==> config.mk <==
export PLATFORM = sky130hd
export DESIGN_NAME = pag_port
export DESIGN_NICKNAME = d
export VERILOG_FILES = /design/src/hdl/pag_pkg.sv /design/src/hdl/pag_sync.sv /design/src/hdl/pag_pin_mux.sv /design/src/hdl/pag_port.sv
export VERILOG_INCLUDE_DIRS = /design/src /design/src/hdl
export SDC_FILE = /design/constraint.sdc
export NUM_CORES = 1
export LEC_CHECK = 0
export BUFFER_PORTS_ARGS = -buffer_cell sky130_fd_sc_hd__buf_2
export CORE_ASPECT_RATIO = 1.75
export CORE_MARGIN = 2
export CORE_UTILIZATION = 50
export CTS_CLUSTER_DIAMETER = 150
export DETAILED_ROUTE_END_ITERATION = 16
export GPL_TIMING_DRIVEN = 0
export PLACE_DENSITY = 0.8
export REMOVE_ABC_BUFFERS = 1
export SYNTH_ARGS = -nofsm -noshare
export SYNTH_HDL_FRONTEND = slang
export SYNTH_SLANG_ARGS = --single-unit
==> constraint.sdc <==
create_clock -name clk_i -period 2.6 [get_ports clk_i]
set_input_delay 0.26 -clock clk_i [delete_from_list [all_inputs] [get_ports clk_i]]
set_output_delay 0.26 -clock clk_i [all_outputs]
set_load 0.05 [all_outputs]
==> src/hdl/pag_cfg.svh <==
/*
  Constants of the port A pin block: register byte offsets, reset
  values and widths. Assumes a 32-bit classic Wishbone register bus.
*/
`ifndef PAG_CFG_SVH
`define PAG_CFG_SVH

`define PAG_NUM_PINS   8
`define PAG_ADR_W      8
`define PAG_CH_W       5
`define PAG_ADR_LATCH  8'h00
`define PAG_ADR_DIR    8'h04
`define PAG_ADR_LED    8'h08
`define PAG_ADR_ROUTE  8'h0c
`define PAG_DIR_RST    8'h00
`define PAG_LED_RST    8'h00

`endif

==> src/hdl/pag_pkg.sv <==
/*
  Types of the port A pin block: state records and the pad group.
  Assumes pag_cfg.svh is on the include path.
*/
`include "pag_cfg.svh"

package pag_pkg;

  // drive state of the eight pads
  typedef struct packed {
    logic [7:0] out;
    logic [7:0] oe_n;
    logic [7:0] led;
    logic [7:0] analog;
  } pag_pad_t;

  typedef struct packed {
    logic [7:0] s1;
    logic [7:0] s2;
    logic [7:0] s3;
    logic [7:0] q;
  } pag_sync_t;

  typedef struct packed {
    logic [7:0]  dir;
    logic [7:0]  latch;
    logic [7:0]  led;
    logic        ack;
    logic [31:0] rdat;
    pag_pad_t    pad;
  } pag_state_t;

endpackage : pag_pkg

==> src/hdl/pag_sync.sv <==
/*
  Four-flop synchroniser for the eight pad inputs: three shift stages and a filtered output stage.
  Assumes the pads change asynchronously to clk_i.
*/
`timescale 1ns/100ps

module pag_sync (
  input  wire logic       clk_i,
  input  wire logic       rst_i,
  input  wire logic [7:0] in_i,
  output logic      [7:0] q_o
);

  pag_pkg::pag_sync_t st;
  pag_pkg::pag_sync_t next_st;
  logic [7:0]         differ;

  always_comb
  begin
    next_st    = st;
    differ     = st.s2 ^ st.s3;
    next_st.s1 = in_i;
    next_st.s2 = st.s1;
    next_st.s3 = st.s2;
    // a change counts once stages two and three agree
    next_st.q  = (~differ & st.s3) | (differ & st.q);
    if (rst_i)
    begin
      next_st = '0;
    end
  end

  always_ff @(posedge clk_i)
  begin
    st <= next_st;
  end

  assign q_o = st.q;

endmodule : pag_sync

==> src/hdl/pag_pin_mux.sv <==
/*
  Per-pin steering of direction, latch, LED drive and analog routing.
  Assumes all inputs come from logic on the same clock.
*/
`timescale 1ns/100ps

`include "pag_cfg.svh"

module pag_pin_mux (
  input  wire logic [7:0]       dir_i,
  input  wire logic [7:0]       latch_i,
  input  wire logic [7:0]       led_i,
  input  wire logic [4:0]       chan_i,
  output pag_pkg::pag_pad_t     pad_o
);

  genvar i;

  generate
    for (i = 0; i < `PAG_NUM_PINS; i = i + 1)
    begin : g_pin
      logic routed;
      logic drive;
      assign routed = (chan_i == 5'(i));
      assign drive  = dir_i[i] & ~routed;
      assign pad_o.out[i]    = drive & latch_i[i];
      assign pad_o.oe_n[i]   = ~drive;
      assign pad_o.led[i]    = drive & led_i[i];
      assign pad_o.analog[i] = routed;
    end
  endgenerate

endmodule : pag_pin_mux

==> src/hdl/pag_port.sv <==
/*
  Port A general-purpose I/O block: output latch, direction and LED
  drive registers on classic Wishbone, eight pads shared with the
  analog converter. Assumes one 125 MHz clock, synchronous reset, and
  an analog channel select coming from logic on the same clock.
*/
`timescale 1ns/100ps

`include "pag_cfg.svh"

////////////////////////////////////////////////////////////////////////

// Operation
// - eight latches at 0x00, kept over reset
// - direction 1 drives latch, 0 floats
// - reset clears direction; direction is read/write
// - output pin reads back its latch
// - input pin reads back pin level
// - writes with wb_sel_i[0] set update every latch bit
// - selected analog channel takes pin away
// - unselected pins stay ordinary digital I/O
// - each pin may enable LED drive
// - LED bits read/write, active on outputs
module pag_port (
  input  wire logic        clk_i,
  input  wire logic        rst_i,
  input  wire logic        wb_cyc_i,
  input  wire logic        wb_stb_i,
  input  wire logic        wb_we_i,
  input  wire logic [7:0]  wb_adr_i,
  input  wire logic [3:0]  wb_sel_i,
  input  wire logic [31:0] wb_dat_i,
  output logic      [31:0] wb_dat_o,
  output logic             wb_ack_o,
  input  wire logic [4:0]  analog_channel_select_i,
  input  wire logic [7:0]  pin_i,
  output logic      [7:0]  pin_o,
  output logic      [7:0]  pin_oe_n_o,
  output logic      [7:0]  led_drive_enable_o,
  output logic      [7:0]  analog_route_o
);

  ////////////////////////////////////////////////////////////////////////
  // state and helpers

  pag_pkg::pag_state_t st;
  pag_pkg::pag_state_t next_st;
  pag_pkg::pag_pad_t   pad;
  logic [7:0]          pin_sync;
  logic                take;
  logic                wr_lane;
  logic [7:0]          rd_byte;

  ////////////////////////////////////////////////////////////////////////
  // pad input synchroniser and pin steering

  pag_sync u_sync (
    .clk_i (clk_i),
    .rst_i (rst_i),
    .in_i  (pin_i),
    .q_o   (pin_sync)
  );

  pag_pin_mux u_mux (
    .dir_i   (st.dir),
    .latch_i (st.latch),
    .led_i   (st.led),
    .chan_i  (analog_channel_select_i),
    .pad_o   (pad)
  );

  ////////////////////////////////////////////////////////////////////////
  // bus slave and registers

  assign take    = wb_cyc_i & wb_stb_i & ~st.ack;
  assign wr_lane = take & wb_we_i & wb_sel_i[0];

  always_comb
  begin
    next_st = st;
    rd_byte = 8'h00;
    case (wb_adr_i)
      `PAG_ADR_LATCH: rd_byte = (st.dir & st.latch) | (~st.dir & pin_sync);
      `PAG_ADR_DIR:   rd_byte = st.dir;
      `PAG_ADR_LED:   rd_byte = st.led;
      `PAG_ADR_ROUTE: rd_byte = st.pad.analog;
      default:        rd_byte = 8'h00;
    endcase
    next_st.ack = take;
    if (take)
    begin
      next_st.rdat = {24'h000000, rd_byte};
    end
    if (wr_lane)
    begin
      case (wb_adr_i)
        `PAG_ADR_LATCH: next_st.latch = wb_dat_i[7:0];
        `PAG_ADR_DIR:   next_st.dir   = wb_dat_i[7:0];
        `PAG_ADR_LED:   next_st.led   = wb_dat_i[7:0];
        default:        next_st.led   = st.led;
      endcase
    end
    next_st.pad = pad;
    if (rst_i)
    begin
      next_st.dir         = `PAG_DIR_RST;
      next_st.led         = `PAG_LED_RST;
      next_st.ack         = 1'b0;
      next_st.rdat        = 32'h00000000;
      next_st.pad.out     = 8'h00;
      next_st.pad.oe_n    = 8'hff;
      next_st.pad.led     = 8'h00;
      next_st.pad.analog  = 8'h00;
    end
  end

  always_ff @(posedge clk_i)
  begin
    st <= next_st;
  end

  assign wb_dat_o           = st.rdat;
  assign wb_ack_o           = st.ack;
  assign pin_o              = st.pad.out;
  assign pin_oe_n_o         = st.pad.oe_n;
  assign led_drive_enable_o = st.pad.led;
  assign analog_route_o     = st.pad.analog;

  logic       past_valid;
  logic       latch_seen;
  logic [2:0] settle_cnt;
  genvar      p;

  always_ff @(posedge clk_i)
  begin
    past_valid <= ~rst_i;
  end

  // set by the first latch write, never reset
  always_ff @(posedge clk_i)
  begin
    latch_seen <= latch_seen | (wr_lane && wb_adr_i == `PAG_ADR_LATCH);
  end

  // edges since reset, saturating at four
  always_ff @(posedge clk_i)
  begin
    if (rst_i)
    begin
      settle_cnt <= 3'h0;
    end
    else if (settle_cnt != 3'h4)
    begin
      settle_cnt <= settle_cnt + 3'h1;
    end
  end

  generate
    for (p = 0; p < `PAG_NUM_PINS; p = p + 1)
    begin : g_chk

    end
  endgenerate
endmodule : pag_port

### Yosys cells after proc, flatten, opt, wreduce, memory -nomap -nowiden

Index checks and enable logic that the tools add are counted.

| word-level totals | value |
|---|---|
| flip-flop bits (word level) | 97 |
| bits of input ports | 62 |
| output and inout port bits | 65 |
| logic and storage cells | 83 |

| cells by class | value |
|---|---|
| equal/unequal tests | 10 |
| mux-type cells | 1 |
| bitwise logic cells | 54 |
| reduce and logical (&&, ||, !) cells | 5 |

Operators by type and width:

| operator | number |
|---|---|
| bitwise AND 8 bit | 4 |
| case mux 8 bit (4 select lines) | 1 |
| bitwise AND 1 bit | 28 |
| == test 5 x 3 -> 1 bit, second input constant | 4 |
| NOT 1 bit | 17 |
| == test 8 x 4 -> 1 bit, second input constant | 2 |
| NOT 8 bit | 2 |
| OR 8 bit | 2 |
| == test 5 x 2 -> 1 bit, second input constant | 2 |
| == test 8 x 3 -> 1 bit, second input constant | 1 |
| logical NOT 8 bit | 1 |
| XOR 8 bit | 1 |
| AND reduction 2 bit | 3 |
| == test 5 x 1 -> 1 bit, second input constant | 1 |
| logical NOT 5 bit | 1 |

### Depth between registers and ports, before layout

Gate-level depths: netlist (run 1).

| depth | value |
|---|---|
| word-level depth | 5 |
| gate-level depth with buffers | 5 |
| mapped depth without buffers | 3 |

### By module

From an unflattened synthesis (run 1), not the netlist that was laid out.

| unflattened totals | value |
|---|---|
| cell total of the unflattened synthesis | 437 |
| area, all modules | 4,300.4 um^2 |

By module, submodules not included:

| module | times used | cells an instance | area each (um^2) | sequential area each (um^2) |
|---|---|---|---|---|
| pag_port | 1 | 280 | 2,939.1 | 1,381.3 |
| pag_sync | 1 | 91 | 983.4 | 640.6 |
| pag_pin_mux | 1 | 66 | 377.9 | 0.0 |

### Worst setup path after synthesis (run 1)

No wires, ideal clock.

| timing path | value |
|---|---|
| kind | flip-flop to flip-flop |
| from | reg st, in the netlist wb_ack_o |
| to | reg st[73] (netlist bit) (enable) |
| library setup time | 0.383 ns |
| arrival | 1.700 ns |
| required time | 2.217 ns |
| path slack | 0.516 ns |
| cell stages (with the launch flop) | 5 |
| path buffers | 1 |
| period minus slack after synthesis | 2.084 ns |
| cells stage by stage | dfxtp_1 > and3b_1 > buf_1 > nand4_1 > nor3_1 |

| between the ends | value |
|---|---|
| cells in the longest elaborated chain, start to end | 5 |

Ends and longest elaborated chain:

| element | line | source |
|---|---|---|
| start, declared | pag_port.sv:46 | `pag_pkg::pag_state_t st;` |
| start signal, assigned | pag_port.sv:119 | `st <= next_st;` |
| NOT 1 bit | pag_port.sv:75 | `assign take = wb_cyc_i & wb_stb_i & ~st.ack;` |
| bitwise AND 1 bit | pag_port.sv:75 |  |
| bitwise AND 1 bit (2 in a row) | pag_port.sv:76 | `assign wr_lane = take & wb_we_i & wb_sel_i[0];` |
| AND reduction 2 bit (no source line) | - |  |

No other way between the ends.
A chain may end at the register's enable or synchronous reset.

### Worst setup path in the final report (run 1)

| timing path | value |
|---|---|
| from | reg st, in the netlist wb_ack_o |
| to | reg st[79] (netlist bit) (enable) |

Same word-level chain as after synthesis.

==> metrics.csv, run 1 <==
stage;metric;value;unit
run_status;outcome;finished, final reports clean;
yosys;async set-reset flop share out of synthesis;0;
critical_path;Max FO, Critical Path;9;
sta;final hold violation count;0;
cells_and_area;number of diodes;0;
critical_path;crit path kind;reg -> reg;
yosys;number of enable flip-flop cells after synthesis;8;
clock_tree;Post-CTS Setup Inserts;0;
critical_path;crit-path max cell delay;0.68;ns
sta;Setup TNS;0;ns
critical_path;Crit-path slowest cell;nor3_2;
grt;largest net degree at the start of global routing;68;
critical_path;worst-path cell chain;and3b_1 -> nand4_1 -> nor3_2;
critical_path;CP startpoint;wb_ack_o;
yosys;Yosys reg bits;97;
sta;Min Hold Slack;0.1092;ns
placed_design;pre-CTS setup slack;0.4840;ns
sta;fin crit period;2.002;ns
power;power density cells;737.2;mW/mm²
floorplan;core area;0.007567;mm²
grt;Total Routing Usage GR;0.1721;
floorplan;die height;121.0;µm
detailed_routing;Pre-antenna DRT Iters;4;
yosys;Mean Syn Cell Area;10.14;µm²
sta;Worst Clk Skew;0.004780;ns
power;total power;3.153;mW
detailed_routing;Via density;4.972;
sta;maximum clock frequency;499.4;MHz
cells_and_area;Area growth, synth to finish;9.271;%
placed_design;placed insts;493;
sta;RSZ-0062 raised after global routing;false;
placed_design;Placed Area;0.003946;mm²
placed_design;GP Congestion;0.7963;
run;max cap viols;0;
detailed_routing;antenna-violating nets left;0;
clock_tree;clk buf depth;2;
min_path;Min-Delay Path Class;in -> reg;
critical_path;flop2flop setup slack;0.60;ns
clock_tree;Resized Gates After CTS;0;
cells_and_area;layout cell share with drive strength beyond 1;0.2494;
power;Leakage;1.833;nW
yosys;YS warnings;0;
grt;GRT Residual Overflow;0;
detailed_routing;Post-route DRC;0;
cells_and_area;post-layout util;0.5651;
sta;Final Cycle Share;0.7702;
sta;Finish-stage setup viols;0;
cells_and_area;Non-Filler Instances;509;
floorplan;Initial Util;0.5172;
sta;worst setup margin;0.5976;ns
sta;Worst Tran Pin Value;1.089;ns
floorplan;Top Ports;127;
detailed_routing;1st-iter DRT viols;100;
power;Peak supply drop;0.0003685;V
placed_design;DP HPWL;5020;µm
clock_tree;hold buffers post-CTS;0;
critical_path;required time of the critical path;2.56;ns
sta;Final Slew Violations;0;
sta;Slew headroom;0.2738;
yosys;Syn Inst Count;386;
clock_tree;Skew-Pair Late Insertion Delay;0.34;ns
critical_path;element type at the critical path end;flop;
cells_and_area;layout net count;478;
detailed_routing;wire per inst;14.07;µm
clock_tree;clk sinks;97;
critical_path;Worst setup SP type;flop;
grt;first-pass GRT wire length;11120;µm
critical_path;CP Data Arrival Time;1.96;ns
grt;initial antenna violation count;0;
critical_path;worst r2r src;wb_ack_o;
cells_and_area;post-route cell area;0.004277;mm²
yosys;sequential fraction of the synthesis area;0.5166;
floorplan;std cell rows;42;
critical_path;Worst R2R Path Depth;3;
yosys;Netlist cell types;28;
yosys;Synth Flop Type;dfxtp_1;
clock_tree;clk root buf;clkbuf_16;
clock_tree;Num CTS Buffers;9;
floorplan;die width;70.88;µm
critical_path;CP endpoint;st[79];
clock_tree;CTS tree;built;
detailed_routing;drt total wl;7161;µm
clock_tree;CTS clk-pin slew, worst paths;0.06;ns
grt;vias in the first global route;2367;
yosys;mapped cell area;0.003914;mm²
clock_tree;CTS H-tree depth;3;
detailed_routing;routed via count;2531;
placed_design;I/O Buffers;75;
floorplan;Total Die Area;0.008579;mm²
critical_path;RR Endpoint;st[79];
how the worst min path moves through the flow:
| stage | start | to | slack, ns | cells after the start |
|---|---|---|---|---|
| 2_1_floorplan | rst_i | flop | 0.33 | 1 |
| 5_1_grt | wb_dat_i[1] | st[74] | 0.10 | 1 |
| 3_3_place_gp | u_sync.st[29] | u_sync.st[21] | 0.42 | 1 |
| 4_1_cts | wb_dat_i[2] | st[75] | 0.10 | 1 |
| 6_report | wb_dat_i[2] | st[75] | 0.11 | 1 |
| 3_5_place_dp | u_sync.st[26] | u_sync.st[18] | 0.42 | 1 |
final cells by class:
class	instances	area, µm²
well taps	88	110.1
fillers	698	3291
repair buffers	75	375.4
clock inverters	5	77.57
clock buffers	11	252.7
multi-input cells	216	1375
flip-flops and latches	97	2022
inverters	17	63.81
layer usage:
layer  vias to the layer above  GRT usage  share of wire
met3                        14    0.04900          0.061
li1                       1246          -              -
met5                         -          0              0
met4                         0     0.1132          0.028
met1                      1175     0.1816           0.39
met2                        96     0.2926           0.52
critical path: cells and delay by family (launching register included):
family,cells,cell delay [ns]
AND/OR/NAND/NOR,3,1.31
flip-flops,1,0.31
synth_stat cells, drive strengths merged (5+ instances only):
| cell type | n | area (µm²) |
|---|---|---|
| and2 | 16 | 100.1 |
| nor3 | 5 | 25.02 |
| inv | 17 | 63.81 |
| nand2 | 18 | 67.56 |
| buf | 67 | 499.2 |
| mux2i | 24 | 240.2 |
| clkbuf | 12 | 45.04 |
| dfxtp | 89 | 1782 |
| nand2b | 27 | 168.9 |
| edfxtp | 8 | 240.2 |
| o21ai | 16 | 80.08 |
| a21oi | 14 | 70.07 |
| nor3b | 9 | 67.56 |
| nor2 | 9 | 33.78 |
| a31o | 8 | 70.07 |
| o311ai | 8 | 70.07 |
| nor2b | 26 | 162.7 |
power breakdown:
part           switching [mW]  internal (mW)  total (mW)
logic                   0.149         0.0482       0.198
clock network           0.535          0.891        1.43
registers             0.00682           1.52        1.53
sequential cells by signal, indices dropped and copies added, names as in the netlist, named ones only:
name	cells
st	24
u_sync.st	24
analog_route_o	8
pin_oe_n_o	8
wb_ack_o	1
pin_o	8
led_drive_enable_o	8
wb_dat_o	8
layout by cell type (no fill, tap or decap):
cell type	instances
nor4_4	2
or2_2	1
a31oi_1	2
nor3_2	1
nand4_1	1
nor3b_1	9
and2_1	16
clkinvlp_4	1
o21ai_0	16
nor2b_1	26
dfxtp_1	89
nor2_1	9
clkinv_2	2
mux2i_1	24
bufinv_16	2
and3b_1	1
edfxtp_1	8
a21oi_1	14
nand2b_1	27
nand2_1	18
nand3b_1	1
o311ai_0	8
buf_2	75
clkbuf_16	9
a31o_2	8
inv_1	17
clkbuf_8	2
conb_1	24
or4_4	2
nand4b_1	2
nor3_1	4
logic make-up (layout without fill, tap and decap cells):
group,Yosys count,in the layout,synth area share
other cells,1,24,0.0009582
buf+inv,96,108,0.1554
simple gates,120,120,0.1883
compound gates,48,48,0.07737
mux,24,24,0.06138
flops,97,97,0.5166
Power figures use the tool's default switching activity.
==> run 2, diff against run 1 <==
Clock period 2.6 ns to 1.85 ns, I/O delays scaled along.
==> metrics.csv, run 2 (synthesis gave the netlist of run 1 again) <==
stage;metric;value;unit;change
run_status;outcome;finished, final reports clean;;
power;Reg power frac;0.485;;about the same
sta;Finish-stage setup viols;0;;unchanged
detailed_routing;Via density;4.953;;-0.39%
power;total power;4.428;mW;+40%
sta;Worst Clk Skew;0.004724;ns;-0.00005656 ns
grt;largest net degree at the start of global routing;68;;unchanged
cells_and_area;biggest regs;st: 24 flops, u_sync.st: 24 flops;;
cells_and_area;number of diodes;0;;unchanged
detailed_routing;wire per inst;14.07;µm;about the same
cells_and_area;layout cell share with drive strength beyond 1;0.2547;;+0.005311
detailed_routing;Pre-antenna DRT Iters;4;;unchanged
power;Switching Share;0.2188;;-0.0004009
power;power density cells;1026;mW/mm²;+39%
sta;Worst Tran Pin Value;1.096;ns;+0.006681 ns
sta;final hold violation count;0;;unchanged
cells_and_area;layout net count;481;;+0.63%
sta;Final Cycle Share;0.8970;;+0.1268
sta;Slew headroom;0.2693;;-0.004454
cells_and_area;Area growth, synth to finish;10.33;%;
clock_tree;clk sinks;97;;unchanged
critical_path;crit path kind;reg -> reg;;
floorplan;core area;0.007567;mm²;unchanged
cells_and_area;commonest non-fill, non-tap cell in the layout;dfxtp_1;;
floorplan;Top Ports;127;;unchanged
clock_tree;CTS H-tree depth;3;;unchanged
cells_and_area;most frequent cells in the layout;dfxtp_1, buf_2, nand2b_1;;
power;Leakage;1.863;nW;+1.7%
floorplan;Initial Util;0.5172;;unchanged
power;Internal;3.460;mW;+41%
sta;fin crit period;1.659;ns;-0.3430 ns
floorplan;Total Die Area;0.008579;mm²;unchanged
run;max cap viols;0;;unchanged
min_path;Min-Delay Path Class;in -> reg;;
detailed_routing;1st-iter DRT viols;102;;+2.0%
detailed_routing;antenna-violating nets left;0;;unchanged
detailed_routing;drt total wl;7202;µm;+0.57%
critical_path;required time of the critical path;1.90;ns;-0.66 ns
power;combinational power share;0.063;;about the same
power;Net Switching;968.9;µW;+40%
critical_path;Max FO, Critical Path;9;;unchanged
critical_path;CP Data Arrival Time;1.71;ns;-0.25 ns
sta;RSZ-0062 raised after global routing;false;;
clock_tree;Skew-Pair Late Insertion Delay;0.34;ns;about the same
floorplan;die height;121.0;µm;unchanged
floorplan;std cell rows;42;;unchanged
placed_design;placed insts;493;;unchanged
placed_design;I/O Buffers;75;;unchanged
floorplan;die width;70.88;µm;unchanged
clock_tree;hold buffers post-CTS;0;;unchanged
critical_path;element type at the critical path end;flop;;
power;Peak supply drop;0.0005169;V;+40%
sta;Setup TNS;0;ns;unchanged
grt;Total Routing Usage GR;0.1726;;+0.0005779
power;Clk network pwr share;0.452;;about the same
clock_tree;CTS clk-pin slew, worst paths;0.06;ns;about the same
detailed_routing;routed via count;2536;;+0.20%
sta;maximum clock frequency;602.6;MHz;+21%
clock_tree;clk buf depth;2;;unchanged
sta;Min Hold Slack;0.03467;ns;-0.07450 ns
detailed_routing;Post-route DRC;0;;unchanged
clock_tree;clk root buf;clkbuf_16;;
grt;GRT Residual Overflow;0;;unchanged
sta;Final Slew Violations;0;;unchanged
placed_design;DP HPWL;5020;µm;unchanged
critical_path;Worst setup SP type;flop;;
grt;initial antenna violation count;0;;unchanged
clock_tree;CTS tree;built;;
grt;first-pass GRT wire length;11170;µm;+0.44%
cells_and_area;Non-Filler Instances;512;;+0.59%
grt;vias in the first global route;2385;;+0.76%
placed_design;GP Congestion;0.7963;;unchanged
clock_tree;Num CTS Buffers;9;;unchanged
-- run 2: cell types whose count changed in the layout (fill, tap and decap cells not counted), sizes merged --
cell | before | now
buf | 75 | 78
-- run 2: layout make-up --
type | count | area, µm²
Fill cell | 687 | 3249
Clock inverter | 5 | 77.57
Tap cell | 88 | 110.1
Inverter | 17 | 63.81
Timing Repair Buffer | 78 | 410.4
Clock buffer | 11 | 252.7
Multi-Input combinational cell | 216 | 1381
Sequential cell | 97 | 2022
-- run 2: path summary, 6_finish.rpt --
kind	slack [ns]	startpoint	depth (start not counted)	end
max reg2reg	0.19	wb_ack_o	4	st[79]
max	0.19	wb_ack_o	4	st[79]
min	0.03	wb_dat_i[2]	1	st[75]
min reg2reg	0.44	u_sync.st[25]	1	u_sync.st[17]
-- run 2: per-layer routing --
metal / routed length, µm / track usage / share of wire
met5: 0 / 0 / 0
met4: 225 / 0.1120 / 0.031
met3: 434 / 0.04900 / 0.060
met2: 3730 / 0.2956 / 0.52
met1: 2812 / 0.1813 / 0.39
-- run 2: timing repair --
action,in CTS,in global routing
pin swaps,1,1
setup endpoints to repair,8,3
setup buffers,1,2
endpoints found under the hold margin,0,0
gates resized for setup,1,0
-- run 2: metrics by stage --
stage | instance area, µm² | worst slack (ns) | util
floorplan | 3456 | -0.1310 | -
global placement | 3941 | -0.7069 | 0.5208
CTS | 4303 | 0.08355 | 0.5686
finish | 4318 | 0.1906 | 0.5706
global route | 4318 | 0.04963 | 0.5706
detailed placement | 3946 | -0.2118 | 0.5215
-- run 2: power groups by stage --
stage | clock network, mW | registers (mW) | logic, mW
floorplan | 0 | 2.20 | 0.172
global route | 2.12 | 2.15 | 0.296
finish | 2.00 | 2.15 | 0.279
detailed placement | 0 | 2.20 | 0.277
CTS | 2.03 | 2.15 | 0.279
global placement | 0 | 2.20 | 0.272
-- run 2: worst max-delay path, stage by stage, from the launching register on --
cell and delay (ns):
dfxtp_1 0.31, and3b_1 0.45, nand4_1 0.21, nor3_4 0.23
buf_12 0.17
==> run 3, diff against run 2 <==
Clock period 1.85 ns to 1.77 ns, I/O delays scaled along.
==> metrics.csv, run 3 (synthesis gave the netlist of run 1 again) <==
stage;metric;value;unit;change
run_status;outcome;finished, final reports clean;;
cells_and_area;Register Area;0.002022;mm²;unchanged
clock_tree;clk buf depth;2;;unchanged
run;max cap viols;0;;unchanged
sta;maximum clock frequency;635.4;MHz;+5.4%
sta;Worst Tran Pin Value;1.102;ns;+0.006472 ns
placed_design;GP Congestion;0.7963;;unchanged
cells_and_area;area of the multi-input gates;0.001383;mm²;about the same
detailed_routing;Pre-antenna DRT Iters;4;;unchanged
floorplan;Total Die Area;0.008579;mm²;unchanged
cells_and_area;biggest regs;st: 24 flops, u_sync.st: 24 flops;;
grt;GRT Residual Overflow;0;;unchanged
floorplan;Top Ports;127;;unchanged
grt;first-pass GRT wire length;11170;µm;unchanged
sta;Setup TNS;0;ns;unchanged
sta;fin crit period;1.574;ns;-0.08572 ns
floorplan;std cell rows;42;;unchanged
sta;RSZ-0062 raised after global routing;false;;
cells_and_area;Area growth, synth to finish;10.36;%;about the same
clock_tree;Num CTS Buffers;9;;unchanged
critical_path;crit path kind;reg -> reg;;
grt;Total Routing Usage GR;0.1726;;unchanged
cells_and_area;Filler Cell Count;686;;-0.15%
floorplan;die height;121.0;µm;unchanged
grt;vias in the first global route;2385;;unchanged
placed_design;DP HPWL;5020;µm;unchanged
grt;initial antenna violation count;0;;unchanged
power;Leakage;1.863;nW;about the same
grt;largest net degree at the start of global routing;68;;unchanged
detailed_routing;wire per inst;14.09;µm;+0.15%
cells_and_area;most frequent cells in the layout;dfxtp_1, buf_2, nand2b_1;;
sta;Worst Clk Skew;0.005297;ns;+0.0005733 ns
critical_path;CP Data Arrival Time;1.80;ns;+0.09 ns
cells_and_area;number of diodes;0;;unchanged
cells_and_area;layout cell share with drive strength beyond 1;0.2571;;+0.002358
critical_path;Max FO, Critical Path;8;;-1
sta;Final Slew Violations;0;;unchanged
placed_design;I/O Buffers;75;;unchanged
detailed_routing;1st-iter DRT viols;98;;-3.9%
power;power density cells;1071;mW/mm²;+4.4%
min_path;Min-Delay Path Class;in -> reg;;
clock_tree;hold buffers post-CTS;0;;unchanged
sta;Final Cycle Share;0.8891;;-0.007885
cells_and_area;commonest non-fill, non-tap cell in the layout;dfxtp_1;;
detailed_routing;routed via count;2530;;-0.24%
detailed_routing;antenna-violating nets left;0;;unchanged
floorplan;core area;0.007567;mm²;unchanged
clock_tree;Skew-Pair Late Insertion Delay;0.34;ns;about the same
sta;final hold violation count;0;;unchanged
critical_path;Worst setup SP type;flop;;
critical_path;element type at the critical path end;flop;;
clock_tree;CTS tree;built;;
detailed_routing;Via density;4.941;;-0.24%
critical_path;crit-path max cell delay;0.68;ns;+0.23 ns
clock_tree;clk root buf;clkbuf_16;;
critical_path;required time of the critical path;1.99;ns;+0.09 ns
critical_path;Crit-path slowest cell;or4_4;;
cells_and_area;layout net count;481;;unchanged
detailed_routing;Post-route DRC;0;;unchanged
cells_and_area;Non-Filler Instances;512;;unchanged
critical_path;worst-path cell chain;nand3b_1 -> or4_4 -> mux2i_1;;
sta;Slew headroom;0.2650;;-0.004315
clock_tree;clk sinks;97;;unchanged
floorplan;Initial Util;0.5172;;unchanged
clock_tree;CTS clk-pin slew, worst paths;0.06;ns;about the same
sta;Finish-stage setup viols;0;;unchanged
floorplan;die width;70.88;µm;unchanged
placed_design;placed insts;493;;unchanged
power;Peak supply drop;0.0005403;V;+4.5%
clock_tree;CTS H-tree depth;3;;unchanged
detailed_routing;drt total wl;7213;µm;+0.15%
[run 3: cell counts in the layout (fill, tap and decap cells not counted)]
Identical to the previous run, type by type.
[run 3: repair_timing]
action / in CTS / in global routing
setup buffers: 1 / 2
setup endpoints to repair: 8 / 16
pin swaps: 1 / 1
hold endpoints to repair: 0 / 0
resized for setup: 1 / 1
[run 3: power by group]
group          total [mW]  internal (mW)  switching [mW]
clock network        2.09           1.31           0.778
registers            2.25           2.24         0.00999
logic               0.292         0.0713           0.221
[run 3: critical path: cells and delay by family, from the launching register on]
family           cells  cell delay (ns)
muxes                1             0.16
and+or+nand+nor      2             0.97
DFF                  1             0.31
[run 3: final timing paths]
path,start,to,slack (ns),depth (start not counted)
worst min-delay path,wb_dat_i[0],st[73],0.03,1
worst max-delay path,wb_ack_o,st[67],0.20,3
worst min register to register,u_sync.st[25],u_sync.st[17],0.44,1
worst max register to register,wb_ack_o,st[67],0.20,3
[run 3: layout make-up]
class                           count  area share
Clock buffer                       11     0.05852
Inverter                           17     0.01477
Timing Repair Buffer               78     0.09502
Tap cell                           88     0.02549
Multi-Input combinational cell    216      0.3201
Sequential cell                    97      0.4681
Clock inverter                      5     0.01796
[run 3: per-stage QoR]
step | hold WS, ns | worst slack, ns | instance area [µm²] | util | total power, mW
after floorplan | 0.2461 | -0.2110 | 3456 | - | 2.483
after global placement | 0.3707 | -0.7869 | 3941 | 0.5208 | 2.579
after detailed placement | 0.3722 | -0.2918 | 3946 | 0.5215 | 2.585
after CTS | 0.01837 | 0.003549 | 4303 | 0.5686 | 4.659
after global routing | 0.01945 | 0.1222 | 4319 | 0.5708 | 4.773
final | 0.03051 | 0.1963 | 4319 | 0.5708 | 4.625
[run 3: metal layers]
layer,wire length (µm),track usage
met1,2800,0.1813
met2,3753,0.2956
met3,444,0.04900
met4,215,0.1120
met5,0,0
